`src/common/scss_pkg.sv`:
```
// Package for the system clock source select block: map, fields, resets, types
package scss_pkg;

	// ----------------------------------------------------------------
	// Register bus geometry and register offsets
	// ----------------------------------------------------------------
	localparam int          ADDR_W              = 4;
	localparam int          DATA_W              = 8;
	localparam logic [3:0]  ADDR_OSC_CONTROL    = 4'h0;
	localparam logic [3:0]  ADDR_OSC_TUNING     = 4'h1;
	localparam logic [3:0]  ADDR_TIMER1_CONTROL = 4'h2;

	// ----------------------------------------------------------------
	// Field positions
	// ----------------------------------------------------------------
	localparam int          SCS_LSB             = 0;
	localparam int          INTERNAL_CLOCK_STABLE_FLAG_BIT            = 2;
	localparam int          PRIMARY_CLOCK_RUNNING_FLAG_BIT            = 3;
	localparam int          IRCF_LSB            = 4;
	localparam int          IDLE_ON_SLEEP_SELECT_BIT           = 7;
	localparam int          LOW_FREQ_SOURCE_SELECT_BIT          = 7;
	localparam int          SECONDARY_OSC_ENABLE_BIT         = 3;
	localparam int          SECONDARY_CLOCK_RUNNING_FLAG_BIT           = 6;

	// ----------------------------------------------------------------
	// Reset values and encodings
	// ----------------------------------------------------------------
	localparam logic [1:0]  SCS_RST             = 2'h0;
	localparam logic [2:0]  IRCF_RST            = 3'h4;
	localparam logic        LOW_FREQ_SOURCE_SELECT_RST          = 1'h0;
	localparam logic        IDLE_ON_SLEEP_SELECT_RST           = 1'h0;
	localparam logic        SECONDARY_OSC_ENABLE_RST         = 1'h0;
	localparam logic [1:0]  SCS_SECONDARY       = 2'h1;
	localparam logic [2:0]  IRCF_LOW_FREQ       = 3'h0;
	localparam logic [2:0]  IRCF_FULL_RATE      = 3'h7;
	localparam logic [2:0]  IRCF_HALF_RATE      = 3'h6;
	localparam logic [3:0]  CFG_INTERNAL_A      = 4'h8;
	localparam logic [3:0]  CFG_INTERNAL_B      = 4'h9;

	// ----------------------------------------------------------------
	// Timing counts, in cycles of the clock named
	// ----------------------------------------------------------------
	localparam logic [1:0]  OLD_SRC_CYCLES      = 2'h2;
	localparam logic [1:0]  NEW_SRC_CYCLES      = 2'h3;
	localparam int          LOW_FREQ_DIV        = 256;
	localparam int          OST_CYCLES          = 1024;
	localparam int          INT_STABLE_CYCLES   = 16;

	// ----------------------------------------------------------------
	// Types
	// ----------------------------------------------------------------
	typedef enum logic [1:0] {SRC_PRIMARY, SRC_SECONDARY, SRC_INTERNAL} scss_src_t;
	typedef enum logic [1:0] {ST_RUN, ST_OLD, ST_NEW} scss_state_t;

	typedef struct packed {
		logic [ADDR_W-1:0] addr;
		logic [DATA_W-1:0] wdata;
		logic              wr;
		logic              rd;
	} scss_bus_t;

endpackage : scss_pkg

```
`src/core/scss_top.sv`:
```
// Clock source selection, internal oscillator postscaler and clock status flags
//
// Implementation choices: the address map and the plain strobed port.
`timescale 1ns/10ps
`default_nettype none

module scss_top
	import scss_pkg::*;
#(
	parameter int OST_LEN    = OST_CYCLES,
	parameter int STABLE_LEN = INT_STABLE_CYCLES
) (
	input  wire logic              I_CLK_SYS,
	input  wire logic              I_RESET,
	input  wire scss_bus_t         I_BUS,
	input  wire logic [3:0]        I_PRIMARY_OSC_CONFIG,
	input  wire logic              I_PRIMARY_OSC,
	input  wire logic              I_SECONDARY_OSC,
	input  wire logic              I_LOW_POWER_RC_OSC,
	input  wire logic              I_MAIN_INTERNAL_OSC,
	input  wire logic              I_SLEEP_EXEC,
	output logic [DATA_W-1:0]      O_RDATA,
	output logic                   O_DEVICE_CLK,
	output logic                   O_WDT_CLK,
	output logic                   O_SWITCHING,
	output logic                   O_SLEEP_REQ,
	output logic                   O_IDLE_REQ
);

	localparam int OST_W = $clog2(OST_LEN + 1);
	localparam int STB_W = $clog2(STABLE_LEN + 1);
	localparam int PS_W  = $clog2(LOW_FREQ_DIV);

	// ----------------------------------------------------------------
	// Pin synchronisers
	// ----------------------------------------------------------------
	logic [7:0]              async_in;
	logic [7:0]              sync_in;
	logic [3:0]              cfg;
	logic                    prim_s;
	logic                    sec_s;
	logic                    lprc_s;
	logic                    main_s;

	assign async_in = {I_PRIMARY_OSC_CONFIG, I_MAIN_INTERNAL_OSC, I_LOW_POWER_RC_OSC,
		I_SECONDARY_OSC, I_PRIMARY_OSC};

	// Two flops per pin; the first stage feeds only the second
	genvar g;
	for (g = 0; g < 8; g++) begin : g_sync
		logic meta;
		logic held;
		always_ff @(posedge I_CLK_SYS or posedge I_RESET) begin
			if (I_RESET) begin
				meta <= 1'b0;
				held <= 1'b0;
			end else begin
				meta <= async_in[g];
				held <= meta;
			end
		end
		assign sync_in[g] = held;
	end

	assign prim_s = sync_in[0];
	assign sec_s  = sync_in[1];
	assign lprc_s = sync_in[2];
	assign main_s = sync_in[3];
	assign cfg    = sync_in[7:4];

	// ----------------------------------------------------------------
	// Software registers
	// ----------------------------------------------------------------
	logic [1:0]              scs;
	logic [2:0]              ircf;
	logic                    low_freq_source_select;
	logic                    idle_on_sleep_select;
	logic                    secondary_osc_enable;
	logic                    wr_osc;
	logic                    wr_tune;
	logic                    wr_t1;
	logic [1:0]              wr_scs;
	logic                    scs_refused;

	// Address decode and the secondary-select guard
	assign wr_osc      = I_BUS.wr && (I_BUS.addr == ADDR_OSC_CONTROL);
	assign wr_tune     = I_BUS.wr && (I_BUS.addr == ADDR_OSC_TUNING);
	assign wr_t1       = I_BUS.wr && (I_BUS.addr == ADDR_TIMER1_CONTROL);
	assign wr_scs      = I_BUS.wdata[SCS_LSB +: 2];
	assign scs_refused = (wr_scs == SCS_SECONDARY) && !secondary_osc_enable;

	// Control bits; status bits in the written data are dropped
	always_ff @(posedge I_CLK_SYS or posedge I_RESET) begin
		if (I_RESET) begin
			scs     <= SCS_RST;
			ircf    <= IRCF_RST;
			low_freq_source_select  <= LOW_FREQ_SOURCE_SELECT_RST;
			idle_on_sleep_select   <= IDLE_ON_SLEEP_SELECT_RST;
			secondary_osc_enable <= SECONDARY_OSC_ENABLE_RST;
		end else begin
			if (wr_osc) begin
				if (!scs_refused) begin
					scs <= wr_scs;
				end
				ircf  <= I_BUS.wdata[IRCF_LSB +: 3];
				idle_on_sleep_select <= I_BUS.wdata[IDLE_ON_SLEEP_SELECT_BIT];
			end
			if (wr_tune) begin
				low_freq_source_select <= I_BUS.wdata[LOW_FREQ_SOURCE_SELECT_BIT];
			end
			if (wr_t1) begin
				secondary_osc_enable <= I_BUS.wdata[SECONDARY_OSC_ENABLE_BIT];
			end
		end
	end

	// ----------------------------------------------------------------
	// Internal oscillator block and postscaler
	// ----------------------------------------------------------------
	logic [PS_W-1:0]         ps_cnt;
	logic                    main_prev;
	logic                    main_rise;
	logic [2:0]              ps_idx;
	logic                    int_lvl;
	logic                    int_on_lprc;
	logic                    prim_internal;

	// Postscaler taps: code 110 is bit 0 (4 MHz), code 001 is bit 5
	assign main_rise   = main_s && !main_prev;
	assign ps_idx      = IRCF_HALF_RATE - ircf;
	assign int_on_lprc = (ircf == IRCF_LOW_FREQ) && !low_freq_source_select;
	assign int_lvl     = (ircf == IRCF_FULL_RATE) ? main_s :
		(ircf == IRCF_LOW_FREQ) ? (low_freq_source_select ? ps_cnt[PS_W-1] : lprc_s) :
		ps_cnt[ps_idx];
	assign prim_internal = (cfg == CFG_INTERNAL_A) || (cfg == CFG_INTERNAL_B);

	// Free-running divider off the 8 MHz source
	always_ff @(posedge I_CLK_SYS or posedge I_RESET) begin
		if (I_RESET) begin
			main_prev <= 1'b0;
			ps_cnt    <= '0;
		end else begin
			main_prev <= main_s;
			if (main_rise) begin
				ps_cnt <= ps_cnt + 1'b1;
			end
		end
	end

	// ----------------------------------------------------------------
	// Oscillator start-up and stability counters
	// ----------------------------------------------------------------
	logic [OST_W-1:0]        ost_cnt;
	logic [STB_W-1:0]        stb_cnt;
	logic                    prim_prev;
	logic                    ost_done;
	logic                    int_stable;

	assign ost_done   = (ost_cnt == OST_W'(OST_LEN));
	assign int_stable = (stb_cnt == STB_W'(STABLE_LEN));

	// Both saturate; only reset restarts them
	always_ff @(posedge I_CLK_SYS or posedge I_RESET) begin
		if (I_RESET) begin
			prim_prev <= 1'b0;
			ost_cnt   <= '0;
			stb_cnt   <= '0;
		end else begin
			prim_prev <= prim_s;
			if (prim_s && !prim_prev && !ost_done) begin
				ost_cnt <= ost_cnt + 1'b1;
			end
			if (main_rise && !int_stable) begin
				stb_cnt <= stb_cnt + 1'b1;
			end
		end
	end

	// ----------------------------------------------------------------
	// Source switch, counted in falling edges
	// ----------------------------------------------------------------
	scss_state_t             state;
	scss_state_t             next_state;
	scss_src_t               cur_src;
	scss_src_t               tgt_src;
	scss_src_t               req_src;
	logic [2:0]              src_lvl;
	logic [2:0]              src_prev;
	logic [2:0]              src_fall;
	logic [1:0]              edge_cnt;
	logic                    old_fall;
	logic                    new_fall;

	// Source levels by source index
	assign src_lvl[SRC_PRIMARY]   = prim_internal ? int_lvl : prim_s;
	assign src_lvl[SRC_SECONDARY] = sec_s;
	assign src_lvl[SRC_INTERNAL]  = int_lvl;
	assign src_fall = src_prev & ~src_lvl;
	assign old_fall = src_fall[cur_src];
	assign new_fall = src_fall[tgt_src];

	// Requested source from the select field
	assign req_src = scs[1] ? SRC_INTERNAL :
		(scs[0] ? SRC_SECONDARY : SRC_PRIMARY);

	// Counting falling edges keeps the output low through all of ST_NEW; the first ST_RUN cycle takes the old source's level
	always_comb begin
		next_state = state;
		case (state)
			ST_RUN: begin
				if (req_src != cur_src) begin
					next_state = ST_OLD;
				end
			end
			ST_OLD: begin
				if (old_fall && (edge_cnt == OLD_SRC_CYCLES - 2'h1)) begin
					next_state = ST_NEW;
				end
			end
			ST_NEW: begin
				if (new_fall && (edge_cnt == NEW_SRC_CYCLES - 2'h1)) begin
					next_state = ST_RUN;
				end
			end
			default: begin
				next_state = ST_RUN;
			end
		endcase
	end

	// State, edge counter and source registers
	always_ff @(posedge I_CLK_SYS or posedge I_RESET) begin
		if (I_RESET) begin
			state    <= ST_RUN;
			cur_src  <= SRC_PRIMARY;
			tgt_src  <= SRC_PRIMARY;
			edge_cnt <= 2'h0;
			src_prev <= 3'h0;
		end else begin
			state    <= next_state;
			src_prev <= src_lvl;
			if (state == ST_RUN) begin
				tgt_src  <= req_src;
				edge_cnt <= 2'h0;
			end else if (next_state != state) begin
				edge_cnt <= 2'h0;
			end else if ((state == ST_OLD && old_fall) || (state == ST_NEW && new_fall)) begin
				edge_cnt <= edge_cnt + 2'h1;
			end
			if (state == ST_NEW && next_state == ST_RUN) begin
				cur_src <= tgt_src;
			end
		end
	end

	// ----------------------------------------------------------------
	// Status flags, hardware-owned
	// ----------------------------------------------------------------
	logic                    running;
	logic                    flag_primary_clock_running_flag;
	logic                    flag_internal_clock_stable_flag;
	logic                    flag_secondary_clock_running_flag;

	// Each flag needs a settled source, and the sources are distinct
	assign running    = (state == ST_RUN);
	assign flag_primary_clock_running_flag  = running && (cur_src == SRC_PRIMARY) && !prim_internal
		&& ost_done;
	assign flag_internal_clock_stable_flag  = running && int_stable && !int_on_lprc
		&& ((cur_src == SRC_INTERNAL) || (cur_src == SRC_PRIMARY && prim_internal));
	assign flag_secondary_clock_running_flag = running && (cur_src == SRC_SECONDARY);

	// ----------------------------------------------------------------
	// Read data, one cycle after the strobe
	// ----------------------------------------------------------------
	logic [DATA_W-1:0]       rd_osc;
	logic [DATA_W-1:0]       rd_tune;
	logic [DATA_W-1:0]       rd_t1;
	logic [DATA_W-1:0]       next_rdata;

	// Flags appear only here; writes never reach them
	always_comb begin
		rd_osc                  = '0;
		rd_osc[SCS_LSB +: 2]    = scs;
		rd_osc[INTERNAL_CLOCK_STABLE_FLAG_BIT]        = flag_internal_clock_stable_flag;
		rd_osc[PRIMARY_CLOCK_RUNNING_FLAG_BIT]        = flag_primary_clock_running_flag;
		rd_osc[IRCF_LSB +: 3]   = ircf;
		rd_osc[IDLE_ON_SLEEP_SELECT_BIT]       = idle_on_sleep_select;
		rd_tune                 = '0;
		rd_tune[LOW_FREQ_SOURCE_SELECT_BIT]     = low_freq_source_select;
		rd_t1                   = '0;
		rd_t1[SECONDARY_OSC_ENABLE_BIT]      = secondary_osc_enable;
		rd_t1[SECONDARY_CLOCK_RUNNING_FLAG_BIT]        = flag_secondary_clock_running_flag;
	end

	assign next_rdata = !I_BUS.rd ? '0 :
		(I_BUS.addr == ADDR_OSC_CONTROL) ? rd_osc :
		(I_BUS.addr == ADDR_OSC_TUNING) ? rd_tune :
		(I_BUS.addr == ADDR_TIMER1_CONTROL) ? rd_t1 : '0;

	// ----------------------------------------------------------------
	// Output flops
	// ----------------------------------------------------------------
	// Device clock is a retimed copy, so it carries one system-clock jitter
	always_ff @(posedge I_CLK_SYS or posedge I_RESET) begin
		if (I_RESET) begin
			O_RDATA      <= '0;
			O_DEVICE_CLK <= 1'b0;
			O_WDT_CLK    <= 1'b0;
			O_SWITCHING  <= 1'b0;
			O_SLEEP_REQ  <= 1'b0;
			O_IDLE_REQ   <= 1'b0;
		end else begin
			O_RDATA      <= next_rdata;
			O_DEVICE_CLK <= (next_state != ST_NEW) && src_lvl[cur_src];
			O_WDT_CLK    <= lprc_s;
			O_SWITCHING  <= (next_state != ST_RUN);
			O_SLEEP_REQ  <= I_SLEEP_EXEC && !idle_on_sleep_select;
			O_IDLE_REQ   <= I_SLEEP_EXEC && idle_on_sleep_select;
		end
	end

endmodule : scss_top

`default_nettype wire

```
`config.mk`:
```
export PLATFORM = sky130hd
export DESIGN_NAME = scss_top
export DESIGN_NICKNAME = d
export VERILOG_FILES = /design/src/common/scss_pkg.sv /design/src/core/scss_top.sv
export SDC_FILE = /design/constraint.sdc
export NUM_CORES = 1
export LEC_CHECK = 0
export BUFFER_PORTS_ARGS = -buffer_cell sky130_fd_sc_hd__buf_4
export CORE_MARGIN = 4
export CORE_UTILIZATION = 30
export CTS_CLUSTER_SIZE = 8
export DETAILED_ROUTE_END_ITERATION = 10
export GPL_TIMING_DRIVEN = 0
export PLACE_DENSITY_LB_ADDON = 0.08
export REMOVE_ABC_BUFFERS = 1
export SLEW_MARGIN = 30
export SYNTH_ARGS = -nofsm -noshare
export SYNTH_HDL_FRONTEND = slang
export SYNTH_SLANG_ARGS = --single-unit
export TNS_END_PERCENT = 1
```
`constraint.sdc`:
```
create_clock -name I_CLK_SYS -period 4.4 [get_ports I_CLK_SYS]
set_input_delay 0.44 -clock I_CLK_SYS [delete_from_list [all_inputs] [get_ports I_CLK_SYS]]
set_output_delay 0.44 -clock I_CLK_SYS [all_outputs]
set_load 0.005 [all_outputs]
```
==> impl_metrics.tcl <==
set metrics [dict create \
    outcome "finished, final reports clean" \
    ctsResizeCount 0 \
    ys_seq_elements 72 \
    stdcell_area_um2 3938 \
    worstSetupPathType "reg -> reg" \
    die_h_um 113.4 \
    crit_family "multiplexers" \
    period_share 0.6606 \
    cp_max_fo 9 \
    cp.arrival_ns 3.13 \
    clock_latency_ns 0.35 \
    max_stage_delay_ns 0.63 \
    leakage_nw 1.782 \
    wl_per_cell_um 14.54 \
    final_cell_mix "dfrtp_1 (71), buf_4 (35), nand2_1 (21)" \
    r2r_start "ircf[0]$_DFFE_PP0P_" \
    clock-skew-final_ns 0.008938 \
    antenna_found_initial 0 \
    hp-class "in -> async" \
    drc 0 \
    ant_nets 0 \
    core-area_um2 10840 \
    dr.pass1.iters 4 \
    wl_um 6952 \
    start_util 0.3074 \
    grt_max_degree 38 \
    async_reset_ff_frac 1.000 \
    nets 368 \
    grt_overflow 0 \
    final.setup.tns_ns 0 \
    post_cts_buffers 0 \
    numClockSinks 72 \
    worst_slew_pin_slew_ns 0.6611 \
    cts-htree-levels 3 \
    groute.usage.overall 0.1185 \
    vias 2304 \
    grt_setup_unrepaired "no" \
    yosysTopAreaCell "dfrtp_1" \
    grt_pass1_vias 2316 \
    startpoint_type "flop" \
    netlist.area_leader.share 0.5332 \
    cts_made_buffers 9 \
    slew_headroom 0.5559 \
    synth_edf_count 0 \
    hold_buffers 0 \
    antenna_cells 0 \
    r2r_cells 7 \
    synth-seq-area-share 0.5411 \
    required_ns 4.62 \
    cts_root_buf "clkbuf_8" \
    ys.flop_type "dfrtp_1" \
    synthDistinctLibCells 59 \
    path_clk_slew_ns 0.08 \
    netlist_instances 291 \
    place_hpwl_um 5212 \
    synthesis.area_um2 3332 \
    grt_pass1_wl_um 11910 \
    setup_viol 0 \
    row_count 38 \
    avgSynthCellArea_um2 11.45 \
    final_common_cell "dfrtp_1" \
    viasPerCell 4.820 \
    final-hold-violation-count 0 \
    p_per_area_nw_per_um2 471.1 \
    yosysWarnings 0 \
    slew_violations 0 \
    ff2ff_setup_slack_ns 1.49 \
    dieArea_um2 12860 \
    placed_cell_area_um2 3774 \
    crit_chain "ha_1 -> mux4_1 -> a22oi_1 -> o21ai_0 -> o211ai_2 -> nand4_1 -> mux2_1" \
    fin_crit_ns 2.906 \
    die_w_um 113.4 \
    synth_area_leaders "dfrtp_1 (53%), ha_1 (3.8%), xnor2_1 (3.4%)" \
    end_kind "flop" \
    port-buffer-count 35 \
    pin_count 38 \
    ir_worst_vdd_v 0.0002256 \
    tritoncts "yes" \
    fmax_ghz 0.3441 \
    cap_violations 0 \
    drive_gt1_frac 0.2130 \
    clk_path_buf_depth 2 \
    critPathSlowestCell "mux4_1" \
    r2r-end "cur_src[0]$_DFFE_PP0P_" \
    critical_path_buf_inv_count 0 \
    syn_to_final_growth_pct 18.18 \
    place_congestion 0.8193 \
    drtIter0Drc 120 \
]
metal layers:
layer,global-route usage,share of wire,up-vias
met5,0,0,-
met3,0.03501,0.031,13
met4,0.05208,0.025,0
li1,-,-,1121
met1,0.1590,0.47,1128
met2,0.1781,0.47,42
final cells by class:
| class | count | area, µm² |
|---|---|---|
| Clock buffer | 10 | 127.6 |
| Multi-Input combinational cell | 196 | 1443 |
| Timing Repair Buffer | 36 | 282.8 |
| Inverter | 18 | 70.07 |
| Tap cell | 140 | 175.2 |
| Fill cell | 1120 | 6903 |
| Clock inverter | 6 | 36.28 |
| Sequential cell | 72 | 1803 |
through the flow:
stage	hold WS, ns	total power, W	utilization	setup WS, ns	cells
after floorplan	0.3312	0.001274	-	1.955	286
after global placement	0.3340	0.001427	0.3460	1.059	461
after detailed placement	0.3381	0.001429	0.3481	1.496	462
after CTS	0.1176	0.001892	0.3632	1.464	478
after global routing	0.1288	0.002003	0.3632	1.294	478
final	0.1210	0.001855	0.3632	1.494	478
sequential cells by signal, summed over array words and instances, names as in the netlist, 3 cells and up:
name / flops
g_sync.meta: 7
g_sync.held: 7
O_RDATA: 8
ircf: 3
stb_cnt: 5
ost_cnt: 11
ps_cnt: 8
src_prev: 3
worst max path at each step:
stage | cells past startpoint | to | startpoint | slack (ns)
final | 7 | cur_src[0]$_DFFE_PP0P_ | ircf[0]$_DFFE_PP0P_ | 1.49
after global routing | 7 | cur_src[0]$_DFFE_PP0P_ | ircf[0]$_DFFE_PP0P_ | 1.29
after CTS | 7 | cur_src[0]$_DFFE_PP0P_ | ircf[0]$_DFFE_PP0P_ | 1.46
after detailed placement | 7 | cur_src[0]$_DFFE_PP0P_ | ircf[0]$_DFFE_PP0P_ | 1.50
after global placement | 2 | ost_cnt[6]$_DFFE_PP0P_ | I_RESET | 1.06
after floorplan | 7 | O_SWITCHING$_DFF_PP0_ | ircf[0]$_DFFE_PP0P_ | 1.95
where the power goes:
group,internal (W),total [W],switching (W)
sequential,0.000793,0.000945,0.000151
combinational,0.000239,0.000466,0.000227
clock,0.000201,0.000445,0.000243
cells by family after synthesis:
logic type,count (synthesis),share of synthesized area
AO/OA/AOI/OAI,41,0.09464
XOR/XNOR,21,0.05520
flip-flops,72,0.5411
multiplexers,19,0.07435
AND/OR/NAND/NOR,105,0.1712
adder cells (fa/ha/maj),10,0.03755
buffers and inverters,23,0.02591
cells in the mapped netlist, drive strengths merged, types with 4 or more instances:
cell	count
clkbuf	5
o21ai	9
nor3	4
ha	10
nand4	7
nor2	19
inv	18
xor2	8
dfrtp	71
nor4	6
and2	7
xnor2	13
nand3	10
nor2b	10
nand2	21
a21oi	6
mux2	13
o211ai	4
(Power assumes the default switching activity.)
